--- config.mk ---
export PLATFORM = sky130hd
export DESIGN_NAME = dcr_config_regs
export DESIGN_NICKNAME = d
export VERILOG_FILES = /design/src/dcr_pkg.sv /design/src/dcr_config_regs.sv
export SDC_FILE = /design/constraint.sdc
export NUM_CORES = 2
export LEC_CHECK = 0
export BUFFER_PORTS_ARGS = -buffer_cell sky130_fd_sc_hd__buf_2
export CORE_MARGIN = 2
export CORE_UTILIZATION = 56
export CTS_BUF_LIST = sky130_fd_sc_hd__clkbuf_4
export DETAILED_ROUTE_END_ITERATION = 16
export PLACE_DENSITY = 0.72
export SETUP_SLACK_MARGIN = 0.2
export SLEW_MARGIN = 10
export SYNTH_ARGS = -nofsm -noshare
export SYNTH_HDL_FRONTEND = slang
export SYNTH_SLANG_ARGS = --single-unit
--- constraint.sdc ---
create_clock -name clk -period 18.8 [get_ports clk]
set_clock_uncertainty 0.15 [all_clocks]
set_input_delay 3.76 -clock clk [delete_from_list [all_inputs] [get_ports clk]]
set_output_delay 3.76 -clock clk [all_outputs]
set_load 0.05 [all_outputs]
--- src/dcr_pkg.sv ---
// Constants, field positions and carrier types for the DAC configuration group
package dcr_pkg;
    // Register addresses on the direct register port
    localparam logic [7:0]  DCR_ADDR_DEVICE_MODE  = 8'h25;
    localparam logic [7:0]  DCR_ADDR_INTERFACE    = 8'h26;
    localparam logic [7:0]  DCR_ADDR_SRAM_POINTER = 8'h2b;
    localparam logic [7:0]  DCR_ADDR_SRAM_WORD    = 8'h2c;
    localparam logic [7:0]  DCR_ADDR_BROADCAST    = 8'h50;
    // PMBus page and command codes
    localparam logic [7:0]  DCR_PM_PAGE_CFG       = 8'hff;
    localparam logic [7:0]  DCR_PM_CMD_PAGE       = 8'h00;
    localparam logic [7:0]  DCR_PM_CMD_DEVICE     = 8'he9;
    localparam logic [7:0]  DCR_PM_CMD_SRAM_PTR   = 8'hef;
    localparam logic [7:0]  DCR_PM_CMD_SRAM_WORD  = 8'hf0;
    localparam logic [7:0]  DCR_PM_CMD_BROADCAST  = 8'hf1;
    // Reset values
    localparam logic [15:0] DCR_RST_DEVICE_MODE   = 16'h0000;
    localparam logic [15:0] DCR_RST_INTERFACE     = 16'h0000;
    localparam logic [7:0]  DCR_RST_SRAM_POINTER  = 8'h00;
    localparam logic [15:0] DCR_RST_BROADCAST     = 16'h0000;
    localparam logic [15:0] DCR_RST_PAGE          = 16'h0300;
    // Writable bits per register; the rest read as zero
    localparam logic [15:0] DCR_MASK_DEVICE_MODE  = 16'hffe0;
    localparam logic [15:0] DCR_MASK_INTERFACE    = 16'h1105;
    localparam logic [15:0] DCR_MASK_SRAM_POINTER = 16'h00ff;
    localparam logic [15:0] DCR_MASK_PAGE         = 16'hff00;
    // Field positions
    localparam int          DCR_BIT_MODE_IN_DIS   = 13;
    localparam int          DCR_POS_PROTECT       = 8;
    localparam int          DCR_BIT_PMBUS_EN      = 8;
    localparam int          DCR_BIT_SERIAL_OUT    = 0;
    localparam int          DCR_POS_CODE_TOP      = 15;
    localparam int          DCR_CHANNELS          = 2;
    localparam int          DCR_SRAM_WORDS        = 256;
    // Broadcast code width: 12 or 10 bits, left-aligned
    localparam int          DCR_CODE_BITS         = 12;
    localparam logic [15:0] DCR_MASK_BROADCAST    =
        16'hffff << (16 - DCR_CODE_BITS);
    // General-purpose pin input setting that selects the protect input
    localparam logic [3:0]  DCR_GPI_PROTECT       = 4'h5;

    // Protect action encodings
    typedef enum logic [1:0] {
        DCR_ACT_HIZ  = 2'h0,
        DCR_ACT_NVM  = 2'h1,
        DCR_ACT_LOW  = 2'h2,
        DCR_ACT_HIGH = 2'h3
    } dcr_action_t;

    // Access request carried on both the direct and the PMBus port
    typedef struct packed {
        logic        write;
        logic        read;
        logic [7:0]  addr;
        logic [15:0] data;
    } dcr_req_t;
endpackage

--- src/dcr_config_regs.sv ---
// Device mode, interface, scratch memory, broadcast and page registers
// Summary of operation
// - Bit 13 of the device mode register puts the device in low power.
// - Protect: 00 Hi-Z; 01 NVM code, 10 slew low, 11 slew high, then Hi-Z.
// - A protect pin falling edge starts the action; a high level is ignored.
// - PMBus accesses are accepted only while interface bit 8 is set.
// - Interface bit 0 enables serial readback on the general-purpose pin.
// - The pointer's low eight bits select the word for the next data access.
// - Each write through the data register advances the pointer by one.
// - A data write stores at the pointer and a data read returns that word.
// - One broadcast code for all channels sits left-aligned in bits 15 to 4.
// - The code is 12 bits wide, or 10 bits followed by two ignored bits.
// - Only channels with their broadcast enable set take a broadcast code.
// - On PMBus page FFh, command EFh is the pointer and F0h the data word.
// - Over PMBus, page FFh command F1h is the broadcast register.
// - Page register: command 00h on any page, reset value 0300h.
module dcr_config_regs
    import dcr_pkg::*;
(
    // Clock and reset
    input  wire logic                      clk,
    input  wire logic                      reset,
    // Direct register port
    input  wire dcr_req_t                  hostReq,
    // PMBus command port, addr carries the command code
    input  wire dcr_req_t                  pmbusReq,
    // Access answer
    output logic                           respValid,
    output logic                           respError,
    output logic [15:0]                    respData,
    // General-purpose pin and its input setting
    input  wire logic                      gpioIn,
    input  wire logic                      gpioInputEnable,
    input  wire logic [3:0]                gpioInputConfig,
    // Channel side
    input  wire logic [DCR_CHANNELS-1:0]   channelBroadcastEnable,
    input  wire logic                      slewDone,
    input  wire logic                      protectClear,
    output logic [DCR_CHANNELS-1:0]        channelCodeLoad,
    output logic [DCR_CODE_BITS-1:0]       allChannelCodeValue,
    output dcr_action_t                    protectCodeSelect,
    output logic                           protectSlewActive,
    output logic                           protectHiz,
    // Configuration levels
    output logic                           lowPowerMode,
    output logic                           pmbusEnable,
    output logic                           serialReadoutEnable
);
    typedef enum {PR_IDLE, PR_JUMP, PR_SLEW, PR_HIZ} dcr_prot_t;

    // Clears the bits that the register does not hold
    function automatic logic [15:0] keep(input logic [15:0] v,
                                         input logic [15:0] m);
        return v & m;
    endfunction

    logic [15:0]           devMode_q,   devMode_d;
    logic [15:0]           ifCfg_q,     ifCfg_d;
    logic [7:0]            sramPtr_q,   sramPtr_d;
    logic [15:0]           bcast_q,     bcast_d;
    logic [15:0]           page_q,      page_d;
    logic [15:0]           sram_q [DCR_SRAM_WORDS];
    logic [15:0]           sram_d [DCR_SRAM_WORDS];
    logic                  respValid_q, respValid_d;
    logic                  respError_q, respError_d;
    logic [15:0]           respData_q,  respData_d;
    logic [DCR_CHANNELS-1:0] load_q,    load_d;
    dcr_req_t              req;
    logic                  mapped;
    logic                  refused;

    // Direct port wins; a PMBus access in the same cycle is dropped without an answer
    always_comb begin
        req     = hostReq;
        mapped  = 1'b1;
        refused = 1'b0;
        if (!(hostReq.write || hostReq.read) &&
            (pmbusReq.write || pmbusReq.read)) begin
            req = pmbusReq;
            if (!ifCfg_q[DCR_BIT_PMBUS_EN]) begin
                refused = 1'b1;
            end else if (pmbusReq.addr == DCR_PM_CMD_PAGE) begin
                req.addr = DCR_PM_CMD_PAGE;
            end else if (page_q[15:8] != DCR_PM_PAGE_CFG) begin
                mapped = 1'b0;
            end else begin
                case (pmbusReq.addr)
                    DCR_PM_CMD_DEVICE:    req.addr = DCR_ADDR_DEVICE_MODE;
                    DCR_PM_CMD_SRAM_PTR:  req.addr = DCR_ADDR_SRAM_POINTER;
                    DCR_PM_CMD_SRAM_WORD: req.addr = DCR_ADDR_SRAM_WORD;
                    DCR_PM_CMD_BROADCAST: req.addr = DCR_ADDR_BROADCAST;
                    default:              mapped   = 1'b0;
                endcase
            end
        end else if (hostReq.addr == DCR_PM_CMD_PAGE) begin
            // Page register has no direct address
            mapped = 1'b0;
        end
    end

    always_comb begin
        devMode_d   = devMode_q;
        ifCfg_d     = ifCfg_q;
        sramPtr_d   = sramPtr_q;
        bcast_d     = bcast_q;
        page_d      = page_q;
        sram_d      = sram_q;
        respValid_d = req.write || req.read;
        respError_d = (req.write || req.read) && (refused || !mapped);
        respData_d  = 16'h0000;
        load_d      = '0;
        if ((req.write || req.read) && !refused && mapped) begin
            case (req.addr)
                DCR_ADDR_DEVICE_MODE: begin
                    if (req.write) begin
                        devMode_d = keep(req.data, DCR_MASK_DEVICE_MODE);
                    end
                    respData_d = devMode_q;
                end
                DCR_ADDR_INTERFACE: begin
                    if (req.write) begin
                        ifCfg_d = keep(req.data, DCR_MASK_INTERFACE);
                    end
                    respData_d = ifCfg_q;
                end
                DCR_ADDR_SRAM_POINTER: begin
                    if (req.write) begin
                        sramPtr_d = req.data[7:0];
                    end
                    respData_d = {8'h00, sramPtr_q};
                end
                DCR_ADDR_SRAM_WORD: begin
                    if (req.write) begin
                        sram_d[sramPtr_q] = req.data;
                        // Eight-bit pointer rolls over on its own
                        sramPtr_d = sramPtr_q + 8'h01;
                    end
                    respData_d = sram_q[sramPtr_q];
                end
                DCR_ADDR_BROADCAST: begin
                    if (req.write) begin
                        bcast_d = keep(req.data, DCR_MASK_BROADCAST);
                        load_d  = channelBroadcastEnable;
                    end
                    respData_d = bcast_q;
                end
                DCR_PM_CMD_PAGE: begin
                    if (req.write) begin
                        page_d = keep(req.data, DCR_MASK_PAGE);
                    end
                    respData_d = page_q;
                end
                default: begin
                    respError_d = 1'b1;
                end
            endcase
        end
    end

    always_ff @(posedge clk) begin
        if (reset) begin
            devMode_q   <= DCR_RST_DEVICE_MODE;
            ifCfg_q     <= DCR_RST_INTERFACE;
            sramPtr_q   <= DCR_RST_SRAM_POINTER;
            bcast_q     <= DCR_RST_BROADCAST;
            page_q      <= DCR_RST_PAGE;
            respValid_q <= 1'b0;
            respError_q <= 1'b0;
            respData_q  <= 16'h0000;
            load_q      <= '0;
        end else begin
            devMode_q   <= devMode_d;
            ifCfg_q     <= ifCfg_d;
            sramPtr_q   <= sramPtr_d;
            bcast_q     <= bcast_d;
            page_q      <= page_d;
            respValid_q <= respValid_d;
            respError_q <= respError_d;
            respData_q  <= respData_d;
            load_q      <= load_d;
        end
    end

    // Memory contents are not cleared by reset, as in a real array
    always_ff @(posedge clk) begin
        sram_q <= sram_d;
    end

    assign respValid           = respValid_q;
    assign respError           = respError_q;
    assign respData            = respData_q;
    assign channelCodeLoad     = load_q;
    assign allChannelCodeValue =
        bcast_q[DCR_POS_CODE_TOP -: DCR_CODE_BITS];
    assign lowPowerMode        = devMode_q[DCR_BIT_MODE_IN_DIS];
    assign pmbusEnable         = ifCfg_q[DCR_BIT_PMBUS_EN];
    assign serialReadoutEnable = ifCfg_q[DCR_BIT_SERIAL_OUT];

    // Protect sequencer
    dcr_prot_t   prot_q,   prot_d;
    dcr_action_t sel_q,    sel_d;
    logic        slew_q,   slew_d;
    logic        hiz_q,    hiz_d;
    logic        gpioPrev_q;
    logic        protectFall;
    dcr_action_t action;

    assign action      = dcr_action_t'(devMode_q[DCR_POS_PROTECT +: 2]);
    // Only a falling edge counts; a steady high level is ignored
    assign protectFall = gpioInputEnable &&
                         gpioInputConfig == DCR_GPI_PROTECT &&
                         gpioPrev_q && !gpioIn;

    always_comb begin
        prot_d = prot_q;
        sel_d  = sel_q;
        case (prot_q)
            PR_IDLE: begin
                if (protectFall) begin
                    sel_d = action;
                    case (action)
                        DCR_ACT_HIZ: prot_d = PR_HIZ;
                        DCR_ACT_NVM: prot_d = PR_JUMP;
                        default:     prot_d = PR_SLEW;
                    endcase
                end
            end
            PR_JUMP: prot_d = PR_HIZ;
            PR_SLEW: begin
                if (slewDone) begin
                    prot_d = PR_HIZ;
                end
            end
            PR_HIZ: begin
                if (protectClear) begin
                    prot_d = PR_IDLE;
                    sel_d  = DCR_ACT_HIZ;
                end
            end
            default: prot_d = PR_IDLE;
        endcase
        slew_d = prot_d == PR_SLEW;
        hiz_d  = prot_d == PR_HIZ;
    end

    always_ff @(posedge clk) begin
        if (reset) begin
            prot_q     <= PR_IDLE;
            sel_q      <= DCR_ACT_HIZ;
            slew_q     <= 1'b0;
            hiz_q      <= 1'b0;
            gpioPrev_q <= 1'b1;
        end else begin
            prot_q     <= prot_d;
            sel_q      <= sel_d;
            slew_q     <= slew_d;
            hiz_q      <= hiz_d;
            gpioPrev_q <= gpioIn;
        end
    end

    assign protectCodeSelect = sel_q;
    assign protectSlewActive = slew_q;
    assign protectHiz        = hiz_q;

    // Any accepted write, host or PMBus, after command mapping
    logic accWr;
    assign accWr = req.write && !refused && mapped;
endmodule

Yosys cells after proc, flatten, opt, wreduce, memory -nomap -nowiden --
Cells that the tools add are included.
Cells by class: add/subtract/negate cells 1, order comparisons 2, equality and inequality tests 21, mux-type cells 33, bitwise logic cells 4, reductions and logical operators 34
Operators by type and width (number):
- 4096-bit bitwise mux | 1
- 16-bit binary-select mux with 8-bit select | 1
- 16-bit demux with 8-bit select | 1
- 32-bit case mux with 4 select lines | 1
- 32-bit two-way mux | 3
- 16-bit case mux with 6 select lines | 1
- 32-bit by 2-bit == test with 1-bit output (second input constant) | 2
- 32-bit by 3-bit == test with 1-bit output (second input constant) | 2
- 16-bit two-way mux | 3
- 8-bit two-way mux | 5
- 32-bit by 1-bit == test with 1-bit output (second input constant) | 1
- 8-bit by 6-bit == test with 1-bit output (second input constant) | 4
- 8-bit == test (second input constant) | 4
- 32-bit logical NOT | 1
- 8-bit case mux with 4 select lines | 1
- 26-bit two-way mux | 1
- 8-bit logical NOT | 3
- 3-bit AND reduction | 6
- 8-bit case mux with 2 select lines | 1
- 1-bit two-way mux | 10
- 9-bit >= comparator (second input constant) | 1
- 9-bit by 1-bit < comparator with 1-bit output (second input constant) | 1
- 8-bit NOT with 9-bit output | 1
- 8-bit by 1-bit adder with 8-bit output (second input constant) | 1
- other kinds (17) | 39
Storage, ports and cells: flip-flop bits (word level) 4196, input bits 64, output and inout bits 39, word-level logic and storage cells 365

Logic depth before layout (Yosys ltp) --
word-level depth 12, depth in mapped cells 15

Worst setup path after synthesis --
OpenSTA, ideal clock, no wires.
path kind input-to-reg, from input pmbusReq[24] (netlist bit), to register sram_q[1010] (netlist bit), data pin, data arrival time 8119 ps, setup slack 9703 ps, stages on the path 5, cells stage by stage o21ai_1 > clkbuf_1 > buf_1 > nand2_1 > nand2_1
RTL lines:
- start, declared | RTL line dcr_config_regs.sv:26 | input wire dcr_req_t pmbusReq,
- end signal, assigned | RTL line dcr_config_regs.sv:186 | sram_q <= sram_d;
- end, declared | RTL line dcr_config_regs.sv:62 | logic [15:0] sram_q [DCR_SRAM_WORDS];

Final worst setup path --
from input pmbusReq[22] (netlist bit), to register sram_q[109] (netlist bit), enable pin
On the way: cells in the longest elaborated chain, start to end 9, elaborated cells between the ends (all ways) 19, those cells by class eq/ne: 5; mux: 10; reduce/logical: 4
RTL lines:
- parallel branches: the longest is 8 deep, another holds 26-bit two-way mux
- 3-bit AND reduction (no source line) (*)
Mark *: on every way between the ends. A chain may end at the register's enable or synchronous reset.

==> results.yml <==
cells_and_area:
  nNetsFinal: 8354
  multi_input_area_um2: 34600
  syn_to_final_growth_pct: 11.8
  n_fill_cell: 19000
  seq_area_um2: 125000
  layout-drive-gt1-share_pct: 35.2
  final_cells: 12800
detailed_routing:
  drt-wirelength-per-cell_um: 35.9
  drc: 0
  vias: 86100
  ant_nets: 0
  wl_met3_um: 70100
  wl_met1_um: 159000
  routed.top_layer: "met5"
  wl_met2_um: 207000
  vias_per_cell: 6.71
  first_pass_iters: 7
  routed_wl_um: 461000
  drt_iter0_markers: 14400
critical_path:
  path_cells: "buf_2 -> nand3_1 -> nor3_1 -> a31oi_1 -> o31ai_1 -> nand3_1 -> nor3_4 -> buf_4 -> nand3_2 -> buf_4 -> nor2_2"
  cp.arrival_ps: 9000
  crit_slowest_cell: "nor3_1"
  cp_num_buf_inv: 3
  r2r-start: "sramPtr_q[0]"
  crit_path_start_kind: "primary input"
  crit_path_max_fanout: 17
  crit_path_end_kind: "flop"
  critPathKind: "in -> reg"
  slowest_delay_ps: 810
  reg2reg_setup_slack_ps: 11790
  path_delay_family: "simple AND/OR/NAND/NOR gates"
  crit_required_ps: 19650
  startpoint: "pmbusReq[22]"
grt:
  antenna_found_initial: 30
  first_global_vias: 84500
  grt-ovfl-total: 0
  grt_max_degree: 172
  track_usage_pct: 31.5
  grt_first_pass_wirelength_um: 639000
place:
  post-dp-hpwl_um: 275000
  placed_cells: 11100
  port_buffers: 102
  gp_congestion: 0.966
clock_tree:
  cts_tree: "built"
  cts_buffers: 963
  clock_latency_ps: 1530
  h-tree-depth: 6
  post-cts-setup-buffers: 0
  cts.sinks: 4196
  cts_resized: 0
  cts_hold_buf: 0
  cts_root_buffer: "clkbuf_4"
  path_clk_slew_ps: 60
  cts_max_path_buffers: 4
synthesis:
  synthTopCellsByArea: "edfxtp_1 (76%), mux4_2 (15%), mux2i_1 (1.3%)"
  yosys_register_bits: 4196
  synth_area_um2: 161000
  yosys.area.top_type: "edfxtp_1"
  synthArstFlopShare_pct: 0
  synth_edf_count: 4096
  ys_seq_area_share_pct: 77.6
  syn_inst: 7290
  synth_top_area_share_pct: 76.4
  synthDistinctLibCells: 78
  synth_ff_type: "edfxtp_1"
  ys_warn_count: 0
  postSynthAreaPerCell_um2: 22.1
sta:
  slew_headroom_pct: 1.33
  rsz0062_at_grt: "false"
  min_period_ps: 8140
  fin_crit_sh_pct: 43.3
  hold_viol: 0
  setup_viol: 0
  tns_ps: 0
  fmax_mhz: 123
  worst_pin_slew_ps: 1460
  slew_viol_final: 0
pwr:
  peakVddDrop_v: 0.0000626
  p_leak_uw: 0.0561
  power_density_nw_per_um2: 99.5
die:
  start_util_pct: 56.4
  dieArea_um2: 292000
  core_um2: 286000
  io_pins: 103
  row_count: 196
  die_height_um: 540
  dieWidth_um: 540
status:
  violations: "capacitance limit"
  status: "complete, but fails checks"
min_path:
  holdCritStartpoint: "protectCodeSelect[1]"
  hp-class: "reg -> reg"
job:
  cap_violations: 1
[synthesized netlist by cell type, types with 33 or more instances]
cell	count
buf_4	47
edfxtp_1	4096
mux4_2	1076
nand2_1	161
a211oi_1	69
o22ai_1	76
dfxtp_1	100
o21ai_0	51
buf_2	139
a22oi_1	111
nor3_1	49
nand3_1	51
clkbuf_1	164
nor4_1	33
nor2_1	394
mux2i_1	204
a21oi_1	57
buf_1	67
[routing by layer]
layer  GRT usage (%)  up-vias
met5           0.312        -
met4            15.6       26
met3            11.6     1090
met2            45.8     7275
met1            42.2    44200
li1                -    33600
[where the power goes]
part	internal, uW	switching [uW]	leakage, uW
registers	10300	2.14	0.0376
clock network	3590	3580	0.00732
logic	46.6	345	0.0111
[sequential cells by signal, indices dropped and copies added, names as in the netlist, 2 cells and up]
| signal | cells |
|---|---|
| protectCodeSelect | 2 |
| bcast_q | 12 |
| respData | 16 |
| channelCodeLoad | 2 |
| page_q | 8 |
| devMode_q | 11 |
| sram_q | 4096 |
| ifCfg_q | 4 |
| sramPtr_q | 8 |
| prot_q | 32 |
[worst register-to-register path, delay by kind of cell, from the launching register on]
family / cells / cell delay, ps
flip-flops: 1 / 780
AO/OA/AOI/OAI: 3 / 1410
buffers and inverters: 5 / 3100
AND/OR/NAND/NOR: 2 / 930
multiplexers: 2 / 580
[layout make-up]
class | instances | area share, %
antenna | 13 | 0.0181
clock buffer | 1389 | 5.79
clock inverter | 358 | 1.09
inverter | 22 | 0.0973
multi-input combinational | 2674 | 19.2
sequential | 4196 | 69.4
tap | 3762 | 2.61
timing repair buffer | 429 | 1.74
[worst paths after layout]
check	endpoint	depth (start not counted)
hold reg to reg	protectCodeSelect[1]	2
hold / removal	protectCodeSelect[1]	2
setup / recovery	sram_q[109]	11
setup reg to reg	respData[6]	12
[cell families (layout without fill, tap and decap cells)]
group | Yosys count | after routing | synth area share [%]
compound gates | 513 | 513 | 2.23
other cells | 1 | 43 | 0.00233
fa+ha+maj | 4 | 4 | 0.0311
buf+inv | 449 | 2198 | 1.31
mux | 1285 | 1285 | 16.3
flops | 4196 | 4196 | 77.6
simple gates | 840 | 840 | 2.46
xor+xnor | 2 | 2 | 0.0109
[metrics by stage]
step           hold WS [ps]  setup WS (ps)  instance area, um^2  total power, uW  util (%)
2_1_floorplan           294           9700               161000            10800         -
3_3_place_gp            314           9610               168000            10900      58.7
3_5_place_dp            313           9540               168000            10900      58.7
4_1_cts                 324          11110               180000            18000      63.0
5_1_grt                 360          10540               180000            18500      63.0
6_report                324          10660               180000            17900      63.0
[placed cells by master, fill, tap and decap left out, types with 45 or more instances in the layout]
cell type / n
edfxtp_1: 4096
clkbuf_4: 1389
mux4_2: 1076
buf_4: 313
nor2_1: 284
clkinv_1: 255
mux2i_1: 204
nand2_1: 154
a22oi_1: 111
nor2_2: 107
buf_2: 102
dfxtp_1: 93
o22ai_1: 76
a211oi_1: 68
a21oi_1: 57
o21ai_0: 50
clkinv_2: 48
nor3_1: 45
Note: power is estimated with default switching activity, not from simulation.
